--- config.mk ---
export PLATFORM = sky130hd
export DESIGN_NAME = soim_monitor
export DESIGN_NICKNAME = d
export VERILOG_FILES = /design/src/soim_pkg.sv /design/src/soim_monitor.sv /design/src/soim_sync.sv /design/src/soim_tick.sv
export VERILOG_INCLUDE_DIRS = /design/src
export SDC_FILE = /design/constraint.sdc
export NUM_CORES = 1
export LEC_CHECK = 0
export BUFFER_PORTS_ARGS = -buffer_cell sky130_fd_sc_hd__buf_2
export CAP_MARGIN = 20
export CORE_MARGIN = 10
export CORE_UTILIZATION = 58
export CTS_BUF_LIST = sky130_fd_sc_hd__clkbuf_8
export DETAILED_ROUTE_END_ITERATION = 6
export PLACE_DENSITY_LB_ADDON = 0.25
export SETUP_SLACK_MARGIN = 0.02
export SLEW_MARGIN = 25
export SYNTH_ARGS = -nofsm -noshare
export SYNTH_HDL_FRONTEND = slang
export SYNTH_SLANG_ARGS = --single-unit
--- constraint.sdc ---
create_clock -name pclk -period 2.57 [get_ports pclk]
set_input_delay 0.257 -clock pclk [delete_from_list [all_inputs] [get_ports pclk]]
set_output_delay 0.257 -clock pclk [all_outputs]
set_load 0.01 [all_outputs]
--- src/soim_consts.svh ---
`ifndef SOIM_CONSTS_SVH
`define SOIM_CONSTS_SVH

// Clock and base tick
`define SOIM_CLK_HZ        100_000_000
`define SOIM_TICK_US       1000
`define SOIM_TICK_CYC      ((`SOIM_CLK_HZ / 1_000_000) * `SOIM_TICK_US)

// Times in milliseconds, counted in base ticks
`define SOIM_EDM_MS        300
`define SOIM_LAMP_HZ       1
`define SOIM_LAMP_HALF_MS  (1000 / (2 * `SOIM_LAMP_HZ))
`define SOIM_DISC_MS       100
`define SOIM_CNT_W         10

// Register byte addresses
`define SOIM_ADDR_W        12
`define SOIM_ADDR_CTRL     12'h000
`define SOIM_ADDR_STAT     12'h004

// Control reset value: restart interlock on, all else off
`define SOIM_CTRL_RST      6'h01

`endif

--- src/soim_pkg.sv ---
package soim_pkg;

  typedef enum logic [4:0] {
    ST_OFF   = 5'h01,
    ST_WAIT  = 5'h02,
    ST_CHECK = 5'h04,
    ST_ON    = 5'h08,
    ST_LOCK  = 5'h10
  } soim_state_t;

  typedef struct packed {
    logic ado_en;
    logic test_en;
    logic estop_compl;
    logic estop_en;
    logic edm_en;
    logic restart_en;
  } soim_ctrl_t;

  typedef struct packed {
    logic test_n;
    logic estop2;
    logic estop1;
    logic feedback;
    logic reset_btn;
    logic field_clear;
  } soim_pins_t;

  typedef struct packed {
    logic        reset_req;
    logic        field_clear;
    logic        test_active;
    logic        lockout;
    logic        wiring_err;
    logic        edm_fault;
    soim_state_t state;
  } soim_stat_t;

endpackage

--- src/soim_monitor.sv ---
`include "soim_consts.svh"
`timescale 1ns/1ns
`default_nettype none

module soim_monitor
  import soim_pkg::*;
#(
  parameter int TICK_CYC = `SOIM_TICK_CYC
) (
  // Clock and reset
  input  wire logic        pclk,
  input  wire logic        presetn,
  // APB slave
  input  wire logic        psel,
  input  wire logic        penable,
  input  wire logic        pwrite,
  input  wire logic [11:0] paddr,
  input  wire logic [31:0] pwdata,
  output logic      [31:0] prdata,
  output logic             pready,
  output logic             pslverr,
  // Pins from the field
  input  wire logic        field_clear,
  input  wire logic        reset_button,
  input  wire logic        contactor_feedback,
  input  wire logic        estop_ch1,
  input  wire logic        estop_ch2,
  input  wire logic        sender_test_n,
  // Pins to the field
  output logic             safety_output_a,
  output logic             safety_output_b,
  output logic             reset_required_lamp,
  output logic             auxiliary_signal_output,
  output logic             sender_test_active,
  output logic             error_indication
);

  soim_pins_t  pins_raw;
  soim_pins_t  pin;
  logic        tick;
  logic        btn_d_r;
  logic        press;

  soim_ctrl_t  ctrl_r, ctrl_nxt;
  logic        pready_r, pready_nxt;
  logic        pslverr_r, pslverr_nxt;
  logic [31:0] prdata_r, prdata_nxt;

  soim_state_t state_r, state_nxt;
  logic [`SOIM_CNT_W-1:0] cnt_r, cnt_nxt;
  logic [`SOIM_CNT_W-1:0] lamp_cnt_r, lamp_cnt_nxt;
  logic [`SOIM_CNT_W-1:0] disc_r, disc_nxt;
  logic        lamp_ph_r, lamp_ph_nxt;
  logic        edm_fault_r, edm_fault_nxt;
  logic        wiring_err_r, wiring_err_nxt;

  logic        estop_off;
  logic        mismatch;
  logic        trip;
  logic        edm_block;
  logic        disc_done;
  logic        edm_done;

  logic        out_on_r, out_on_nxt;
  logic        lamp_r, lamp_nxt;
  logic        ado_r, ado_nxt;
  logic        test_r, test_nxt;
  logic        err_r, err_nxt;

  assign pins_raw = '{test_n: sender_test_n, estop2: estop_ch2, estop1: estop_ch1,
                      feedback: contactor_feedback, reset_btn: reset_button,
                      field_clear: field_clear};

  soim_sync #(.W($bits(soim_pins_t))) u_sync (
    .pclk    (pclk),
    .presetn (presetn),
    .d       (pins_raw),
    .q       (pin)
  );

  soim_tick #(.CYC(TICK_CYC)) u_tick (
    .pclk    (pclk),
    .presetn (presetn),
    .tick    (tick)
  );

  // Register interface
  always_comb begin
    ctrl_nxt    = ctrl_r;
    pready_nxt  = psel && !penable;
    pslverr_nxt = 1'b0;
    prdata_nxt  = '0;
    if (psel && !penable) begin
      case (paddr)
        `SOIM_ADDR_CTRL: prdata_nxt = pwrite ? '0 : 32'(ctrl_r);
        `SOIM_ADDR_STAT: prdata_nxt = pwrite ? '0 : 32'(stat_word());
        default:         pslverr_nxt = 1'b1;
      endcase
    end
    if (psel && penable && pready_r && pwrite && paddr == `SOIM_ADDR_CTRL) begin
      ctrl_nxt = soim_ctrl_t'(pwdata[$bits(soim_ctrl_t)-1:0]);
    end
  end

  function automatic soim_stat_t stat_word();
    soim_stat_t s;
    s.reset_req   = (state_r == ST_WAIT);
    s.field_clear = pin.field_clear;
    s.test_active = test_r;
    s.lockout     = (state_r == ST_LOCK);
    s.wiring_err  = wiring_err_r;
    s.edm_fault   = edm_fault_r;
    s.state       = state_r;
    return s;
  endfunction

  always_ff @(posedge pclk or negedge presetn) begin
    if (!presetn) begin
      ctrl_r    <= `SOIM_CTRL_RST;
      pready_r  <= 1'b0;
      pslverr_r <= 1'b0;
      prdata_r  <= '0;
    end else begin
      ctrl_r    <= ctrl_nxt;
      pready_r  <= pready_nxt;
      pslverr_r <= pslverr_nxt;
      prdata_r  <= prdata_nxt;
    end
  end

  // Input interpretation
  always_comb begin
    press     = pin.reset_btn && !btn_d_r;
    mismatch  = ctrl_r.estop_en &&
                (ctrl_r.estop_compl ? (pin.estop1 == pin.estop2)
                                    : (pin.estop1 != pin.estop2));
    estop_off = ctrl_r.estop_en &&
                (ctrl_r.estop_compl ? (!pin.estop1 || pin.estop2)
                                    : (!pin.estop1 || !pin.estop2));
    trip      = !pin.field_clear || estop_off;
    edm_block = ctrl_r.edm_en && !pin.feedback;
    disc_done = tick && disc_r == `SOIM_CNT_W'(`SOIM_DISC_MS - 1);
    edm_done  = tick && cnt_r == `SOIM_CNT_W'(`SOIM_EDM_MS - 1);
  end

  // Supervision state machine
  always_comb begin
    state_nxt      = state_r;
    cnt_nxt        = (tick && state_r == ST_CHECK) ? cnt_r + 1'b1 : cnt_r;
    disc_nxt       = !mismatch ? '0 : (tick ? disc_r + 1'b1 : disc_r);
    edm_fault_nxt  = edm_fault_r;
    wiring_err_nxt = !ctrl_r.edm_en && pin.feedback;
    case (state_r)
      ST_OFF: begin
        if (edm_block) begin
          edm_fault_nxt = 1'b1;
        end else if (!trip) begin
          state_nxt = ctrl_r.restart_en ? ST_WAIT : ST_CHECK;
        end
      end
      ST_WAIT: begin
        if (trip || edm_block) begin
          state_nxt = ST_OFF;
        end else if (press) begin
          state_nxt = ST_CHECK;
        end
      end
      ST_CHECK: begin
        if (trip) begin
          state_nxt = ST_OFF;
        end else if (!ctrl_r.edm_en || !pin.feedback) begin
          state_nxt     = ST_ON;
          edm_fault_nxt = 1'b0;
        end else if (edm_done) begin
          state_nxt     = ST_OFF;
          edm_fault_nxt = 1'b1;
        end
      end
      ST_ON: begin
        if (trip) begin
          state_nxt = ST_OFF;
        end
      end
      ST_LOCK: state_nxt = ST_LOCK;
      default: state_nxt = ST_LOCK;
    endcase
    if (disc_done) begin
      state_nxt = ST_LOCK;
    end
    if (state_nxt != state_r) begin
      cnt_nxt = '0;
    end
  end

  always_ff @(posedge pclk or negedge presetn) begin
    if (!presetn) begin
      state_r      <= ST_OFF;
      cnt_r        <= '0;
      disc_r       <= '0;
      edm_fault_r  <= 1'b0;
      wiring_err_r <= 1'b0;
      btn_d_r      <= 1'b0;
    end else begin
      state_r      <= state_nxt;
      cnt_r        <= cnt_nxt;
      disc_r       <= disc_nxt;
      edm_fault_r  <= edm_fault_nxt;
      wiring_err_r <= wiring_err_nxt;
      btn_d_r      <= pin.reset_btn;
    end
  end

  // Output drivers
  always_comb begin
    lamp_cnt_nxt = lamp_cnt_r;
    lamp_ph_nxt  = lamp_ph_r;
    if (state_r != ST_WAIT) begin
      lamp_cnt_nxt = '0;
      lamp_ph_nxt  = 1'b1;
    end else if (tick) begin
      // half period of the lamp blink
      if (lamp_cnt_r == `SOIM_CNT_W'(`SOIM_LAMP_HALF_MS - 1)) begin
        lamp_cnt_nxt = '0;
        lamp_ph_nxt  = !lamp_ph_r;
      end else begin
        lamp_cnt_nxt = lamp_cnt_r + 1'b1;
      end
    end
    out_on_nxt = (state_nxt == ST_CHECK) || (state_nxt == ST_ON);
    lamp_nxt   = (state_nxt == ST_WAIT) && lamp_ph_nxt;
    ado_nxt    = ctrl_r.ado_en && out_on_nxt;
    // low input runs test when enabled
    test_nxt   = ctrl_r.test_en && !pin.test_n;
    err_nxt    = wiring_err_nxt || edm_fault_nxt || (state_nxt == ST_LOCK);
  end

  always_ff @(posedge pclk or negedge presetn) begin
    if (!presetn) begin
      lamp_cnt_r <= '0;
      lamp_ph_r  <= 1'b1;
      out_on_r   <= 1'b0;
      lamp_r     <= 1'b0;
      ado_r      <= 1'b0;
      test_r     <= 1'b0;
      err_r      <= 1'b0;
    end else begin
      lamp_cnt_r <= lamp_cnt_nxt;
      lamp_ph_r  <= lamp_ph_nxt;
      out_on_r   <= out_on_nxt;
      lamp_r     <= lamp_nxt;
      ado_r      <= ado_nxt;
      test_r     <= test_nxt;
      err_r      <= err_nxt;
    end
  end

  assign prdata                  = prdata_r;
  assign pready                  = pready_r;
  assign pslverr                 = pslverr_r;
  assign safety_output_a         = out_on_r;
  assign safety_output_b         = out_on_r;
  assign reset_required_lamp     = lamp_r;
  assign auxiliary_signal_output = ado_r;
  assign sender_test_active      = test_r;
  assign error_indication        = err_r;
endmodule

`default_nettype wire

--- src/soim_sync.sv ---
`timescale 1ns/1ns
`default_nettype none

module soim_sync #(
  parameter int W = 1
) (
  // Clock and reset
  input  wire logic         pclk,
  input  wire logic         presetn,
  // Data
  input  wire logic [W-1:0] d,
  output logic      [W-1:0] q
);

  logic [W-1:0] meta_r;
  logic [W-1:0] q_r;

  always_ff @(posedge pclk or negedge presetn) begin
    if (!presetn) begin
      meta_r <= '0;
      q_r    <= '0;
    end else begin
      meta_r <= d;
      q_r    <= meta_r;
    end
  end

  assign q = q_r;

endmodule

`default_nettype wire

--- src/soim_tick.sv ---
`timescale 1ns/1ns
`default_nettype none

module soim_tick #(
  parameter int CYC = 1000
) (
  // Clock and reset
  input  wire logic pclk,
  input  wire logic presetn,
  // Base tick
  output logic      tick
);

  logic [31:0] cnt_r;
  logic [31:0] cnt_nxt;
  logic        tick_r;
  logic        tick_nxt;

  always_comb begin
    tick_nxt = (cnt_r == 32'(CYC - 1));
    cnt_nxt  = tick_nxt ? '0 : cnt_r + 32'h0000_0001;
  end

  always_ff @(posedge pclk or negedge presetn) begin
    if (!presetn) begin
      cnt_r  <= '0;
      tick_r <= 1'b0;
    end else begin
      cnt_r  <= cnt_nxt;
      tick_r <= tick_nxt;
    end
  end

  assign tick = tick_r;

endmodule

`default_nettype wire

==> run metrics, run 1 <==
CP startpoint kind register; initial antenna violation count 0; Synth top cells by count 105 x dfrtp_1, 51 x nor2_1, 40 x nand2_1; LEAKAGE 2.61 nW; Cell Area, Placed 5510 µm²; Period minus WS final between 2000 and 2500 ps; Peak Freq 0.416 GHz; hold_ws 111 ps; VDD IR max around 0.42 mV; Worst Path Required 2840 ps; vias in the first global route 3,805; max-slew violation count 0; Pre-antenna DRT Iters 5; initial core utilization 59.6%; top-count cell post-synth dfrtp_1; die footprint 13,200 µm²; CTS tree yes; outcome completed; clock latency on the worst-skew pair 360 ps; Yosys Warn Count 0; Hold Path Stages 3; ordered list of cells on the worst path nor2_1 -> nand3_1 -> or4_1 -> a31oi_1 -> o21ai_4 -> nor4_2; Routed WL 10,500 µm; Primary FF master, synth dfrtp_1; # Post-CTS Setup Buffers 0; Fillers just under 700; largest net degree at the start of global routing 43; antenna-violating nets left 0; final setup TNS 0 ps; RSZ-0062 raised after global routing false; port buffer count 47; asr flop ratio synth 100%; pre-CTS setup slack 106 ps; Worst Hold Path EP ctrl_r[1]; CTS root buf clkbuf_8; fin area 5760 µm²; critical path class register to register; Setup Viol. Count Final 0; setup ws final between 150 and 200 ps; reg-to-reg critical path endpoint cnt_r[5]; Core Area 8720 µm²; FF+latch count, synth 108; Post-Synthesis Cells between 400 and 500; routed len/inst 15.8 µm; Pwr Density 479 nW/µm²; register area share after synthesis ~52%; Die X 115 µm; Top Ports 95; clock sinks 108; CTS Buf Count 9; nets@finish just over 600; Worst R2R Start state_r[3]; dpl hpwl 7640 µm; CTS max path bufs 2; Final Hold Fails 0; Sequential cell area 2710 µm²; Antenna Cells 0; total congestion overflow 0; largest cells by area after synthesis dfrtp_1 51%, xnor2_1 5.1%, xor2_1 4.0%; Clock Skews 12.9 ps; area grow syn2layout 10.9%; via density per instance around 5.5; number of synthesized flops with an enable pin 0; gp weighted congestion about 0.90; Hold Path Origin pwdata[1]; global-route wire length before repair 17,700 µm; Die H 115 µm; overall routing resource usage between 10% and 20%; Worst-path clk slew 100 ps; DR DRC count 0; row cnt 34; syn avg cell area 10.8 µm²; Synth top area share 50.5%; share of cells above drive strength 1 about a fifth; CTS H-tree depth 3; hold crit path type primary input to register; CP max stage delay between 500 and 600 ps; Mapped Area about 5200 µm²; Critical Path Start state_r[3]; via count 3,661; leading area contributor after synthesis dfrtp_1; critical path arrival 2670 ps; Yosys cell types 63; worst rel slew slack 59.3%; worst r2r path cells 6; fin crit share between 90 and 100%; area occupied by multi-input gates 2290 µm²; crit-path max FO 10; Reg2Reg Setup Slack 170 ps; Max Cap Viol 0; CP max stage cell dfrtp_1; crit path capture type register; Worst-Margin Slew 606 ps; drt first-iter violations 168
-- timing repair --
action	CTS	global route
gates resized for setup	0	1
endpoints found under the hold margin	43	1
setup endpoints to repair	0	10
hold buffers	6	1
-- worst max path at each step --
| stage | to | cells past startpoint |
|---|---|---|
| after floorplan | cnt_r[9] | 7 |
| after global placement | cnt_r[9] | 6 |
| after detailed placement | cnt_r[4] | 6 |
| after CTS | cnt_r[5] | 6 |
| after global routing | cnt_r[1] | 6 |
| final | cnt_r[5] | 6 |
-- final cells by class --
type / count / area share, %
timing repair buffer: 68 / 7.16
multi-input combinational: 352 / 39.8
clock inverter: 6 / 0.695
tap: 108 / 2.34
clock buffer: 10 / 2.39
inverter: 10 / 0.651
sequential: 108 / 47.0
-- kinds of logic after synthesis --
| kind of cell | share of synthesized area [%] |
|---|---|
| muxes | 3.01 |
| adders and majority gates | 0.963 |
| buffers and inverters | 5.29 |
| DFF | 52.1 |
| AOI/OAI and AO/OA | 6.33 |
| and+or+nand+nor | 22.9 |
| xor gates and xnor gates | 9.41 |
| other | 0.0721 |
-- registers in the layout, summed over array words and instances, names as in the netlist, 5 cells and up --
| name | cells |
|---|---|
| cnt_r | 10 |
| ctrl_r | 6 |
| disc_r | 10 |
| lamp_cnt_r | 10 |
| prdata | 11 |
| state_r | 5 |
| u_sync.meta_r | 6 |
| u_sync.q | 6 |
| u_tick.cnt_r | 32 |
-- worst max-delay path: cells and delay by family, from the launching register on --
family	cells	cell delay [ps]
DFF	1	520
and+or+nand+nor	4	1240
AOI/OAI and AO/OA	2	540
-- per-stage QoR --
step | util, % | power [W] | instances
after floorplan | - | 0.00180 | 503
after global placement | 63.2 | 0.00184 | 639
after detailed placement | 63.2 | 0.00185 | 639
after CTS | 66.0 | 0.00278 | 661
after global routing | 66.1 | 0.00287 | 662
final | 66.1 | 0.00276 | 662
-- placed cells by master (no fill, tap or decap), types with 4 or more instances in the layout --
| cell type | n |
|---|---|
| dfrtp_1 | 105 |
| nand4_1 | 15 |
| xnor2_1 | 30 |
| nor4_2 | 9 |
| or3_1 | 4 |
| and2_1 | 9 |
| a21oi_1 | 8 |
| mux2i_1 | 10 |
| a31oi_1 | 4 |
| and3_1 | 9 |
| nor3_1 | 14 |
| nor4_1 | 8 |
| buf_2 | 46 |
| conb_1 | 21 |
| mux2_2 | 5 |
| ha_1 | 4 |
| nor2_1 | 51 |
| nand2b_1 | 4 |
| o21ai_0 | 9 |
| xor2_1 | 24 |
| nand3_1 | 24 |
| nor2b_1 | 6 |
| inv_1 | 11 |
| or2_2 | 4 |
| buf_4 | 15 |
| nand2_1 | 40 |
| dlygate4sd3_1 | 7 |
| clkbuf_8 | 10 |
-- where the power goes --
part / switching, W / internal, W / leakage (nW) / total, W
registers: 0.00000675 / 0.00171 / 1.44 / 0.00172
logic: 0.0000697 / 0.0000349 / 1.08 / 0.000105
clock network: 0.000557 / 0.000380 / 0.0978 / 0.000937
total: 0.000634 / 0.00212 / 2.61 / 0.00276
-- per-layer routing --
metal	vias to the layer above	global-route usage, %	wire length, µm	part of all wire [%]
met5	-	0	0	0
met1	1774	19.3	4340	41
met4	0	6.43	210	2.0
li1	1767	-	-	-
met2	100	28.6	5300	51
met3	20	3.93	606	5.8
Power figures use the tool's default switching activity.
==> run 2: changes to the inputs <==
--- a/config.mk
+++ b/config.mk
@@ -17,4 +17,5 @@
 export SLEW_MARGIN = 25
 export SYNTH_ARGS = -nofsm -noshare
 export SYNTH_HDL_FRONTEND = slang
+export SYNTH_HIERARCHICAL = 1
 export SYNTH_SLANG_ARGS = --single-unit
==> run 2 against run 1 <==
Effect of this change:
- cell area grew 4.0%
- synthesized area shrank 0.26%
- critical path depth grew 3
- combinational power is essentially flat
- global-route usage shrank 0.26 points
- largest power group unchanged
==> run metrics, run 2 <==
critical path class register to register; Period minus WS final 2550 ps (+145 ps); Post-Synthesis Cells 486 (+0.62%); commonest cells after routing, fill and taps aside 103 x dfrtp_1, 46 x buf_2, 40 x nor2_1, 34 x nand2_1, 32 x xnor2_1; DR DRC count 0 (unchanged); register area share after synthesis 52.2% (+0.14 points); port buffer count 47 (unchanged); via density per instance 5.53 (about the same); asr flop ratio synth 100% (unchanged); Hold Path Stages 3 (unchanged); overall routing resource usage 16.3% (-0.26 points); Reg2Reg Setup Slack 20 ps (-150 ps); max-slew violation count 0 (unchanged); Worst Path Required 2860 ps (+20 ps); Hold Path Origin pwdata[0]; RSZ-0062 raised after global routing true; dpl hpwl 7860 µm (+3.0%); Die H 115 µm (-0.11%); Fillers 690 (+0.58%); Pwr Density 491 nW/µm² (+2.6%); Mapped Area 5180 µm² (-0.26%); Worst Hold Path EP ctrl_r[0]; max reg flops 32 (unchanged); Setup Viol. Count Final 0 (unchanged); CTS max path bufs 2 (unchanged); Worst-path clk slew 100 ps (about the same); row cnt 34 (unchanged); power consumption 0.00294 W (+6.7%); total congestion overflow 0 (unchanged); nets@finish 623 (+2.5%); hold crit path type primary input to register; crit-path max FO 6 (-4); worst r2r path cells 9 (+3); largest net degree at the start of global routing 68 (+58%); vias in the first global route 3,748 (-1.5%); LEAKAGE 2.81 nW (+7.5%); outcome completed; Core Area 8720 µm² (unchanged); CP startpoint kind register; Worst R2R Start state_r[2]; via count 3,744 (+2.3%); drt first-iter violations 203 (+21%); Synth top area share 50.7% (+0.13 points); clock sinks 108 (unchanged); VDD IR max 0.361 mV (-15%); Routed WL 10,800 µm (+2.8%); global-route wire length before repair 17,600 µm (-0.62%); commonest non-fill, non-tap cell in the layout dfrtp_1; reg-to-reg critical path endpoint cnt_r[2]; Primary FF master, synth dfrtp_1; setup ws final 22.4 ps (-145 ps); post-layout util 68.7% (+2.7 points); critical path arrival 2840 ps (+170 ps); CTS Buf Count 9 (unchanged); Synth top cells by count 105 x dfrtp_1, 40 x nor2_1, 33 x nand2_1; Antenna Cells 0 (unchanged); fin crit share 99.1% (+5.7 points); Peak Freq 0.393 GHz (-5.7%); crit path capture type register; CTS tree yes; largest reg by FF count u_tick/cnt_r; pre-CTS setup slack 47.2 ps (-59.2 ps); Pre-antenna DRT Iters 5 (unchanged); Final Non-Filler Cells 677 (+2.3%); FF+latch count, synth 108 (unchanged); initial antenna violation count 0 (unchanged); routed len/inst 15.9 µm (+0.55%); top-count cell post-synth dfrtp_1; Top Ports 95 (unchanged); syn avg cell area 10.7 µm² (-0.88%); Yosys Warn Count 6 (+6); Max Cap Viol 0 (unchanged); area grow syn2layout 15.6%; Yosys cell types 59 (-6.3%); leading area contributor after synthesis dfrtp_1; number of synthesized flops with an enable pin 0 (unchanged); CTS root buf clkbuf_8; clock latency on the worst-skew pair 370 ps (about the same); worst rel slew slack 64.0% (+4.7 points); largest cells by area after synthesis dfrtp_1 51%, xnor2_1 5.4%, xor2_1 3.9%; antenna-violating nets left 0 (unchanged); hold_ws 97.5 ps (-13.5 ps); gp weighted congestion 0.915 (+1.9%); Clock Skews 7.58 ps (-5.31 ps); Final Hold Fails 0 (unchanged); CTS H-tree depth 3 (unchanged); Post-Place Cells 644 (+0.78%); share of cells above drive strength 1 22.3% (+1.7 points); die footprint 13,100 µm² (-0.22%); initial core utilization 59.5% (-0.16 points); Die X 115 µm (-0.11%); Worst-Margin Slew 537 ps (-68.8 ps)
-- run 2: cell types whose count changed after synthesis, sizes merged, moves of 4 or more --
cell   change
inv        +5
nor2      -10
and4       +8
nand4      +6
or4        -4
nor4       -8
nand3      +6
nand2      -6
nor3       +8
-- run 2: final cells by class --
| class | instances | area (µm²) | area share, % |
|---|---|---|---|
| Clock buffer | 9 | 124 | 2.07 |
| Clock inverter | 7 | 98.8 | 1.65 |
| Inverter | 15 | 56.3 | 0.939 |
| Multi-Input combinational cell | 351 | 2350 | 39.2 |
| Sequential cell | 108 | 2710 | 45.2 |
| Tap cell | 108 | 135 | 2.25 |
| Timing Repair Buffer | 79 | 520 | 8.68 |
-- run 2: worst max path at each step --
stage / start / slack, ps / end
6_report: state_r[2] / 20 / cnt_r[2]
5_1_grt: state_r[2] / -60 / cnt_r[6]
4_1_cts: state_r[2] / 20 / cnt_r[1]
3_5_place_dp: state_r[0] / 50 / cnt_r[1]
2_1_floorplan: state_r[2] / 300 / cnt_r[2]
3_3_place_gp: state_r[3] / 160 / cnt_r[6]
-- run 2: metrics by stage --
stage / setup TNS [ps] / cell area, µm²
2_1_floorplan: 0 / 5260
3_3_place_gp: 0 / 5540
3_5_place_dp: 0 / 5540
4_1_cts: 0 / 5840
5_1_grt: -380 / 5990
6_report: 0 / 5990
-- run 2: layer usage --
metal | global-route usage (%) | wire, µm | vias to the layer above
met5 | 0 | 0 | -
met4 | 5.93 | 181 | 0
met3 | 4.82 | 683 | 15
met2 | 27.2 | 5330 | 81
met1 | 19.4 | 4550 | 1824
li1 | - | - | 1824
-- run 2: repair_timing --
item | CTS | global route
setup buffers | 0 | 9
gates resized for setup | 0 | 17
hold buffers | 7 | 0
endpoints found under the hold margin | 45 | 0
setup endpoints to repair | 0 | 10
-- run 2: kinds of logic (layout without fill, tap and decap cells) --
family	after synthesis	after routing	synth area share [%]
muxes	14	14	2.82
buffers and inverters	48	110	5.38
AOI/OAI and AO/OA	39	39	4.83
and+or+nand+nor	216	217	24.1
DFF	108	108	52.2
adders and majority gates	4	4	0.965
xor gates and xnor gates	56	56	9.60
other	1	21	0.0723
-- run 2: report_power, final --
group | internal [W] | switching [W] | total [W]
logic | 0.0000363 | 0.0000685 | 0.000105
clock network | 0.000555 | 0.000566 | 0.00112
registers | 0.00171 | 0.00000629 | 0.00172
-- run 2: worst max-delay path: stages, from the launching register on --
cell      delay, ps
dfrtp_2         450
buf_4           180
xor2_1          200
a22o_1          210
and2_4          170
inv_1            50
or2_1           220
a222oi_1        510
nand2_2         250
nor3b_2         230
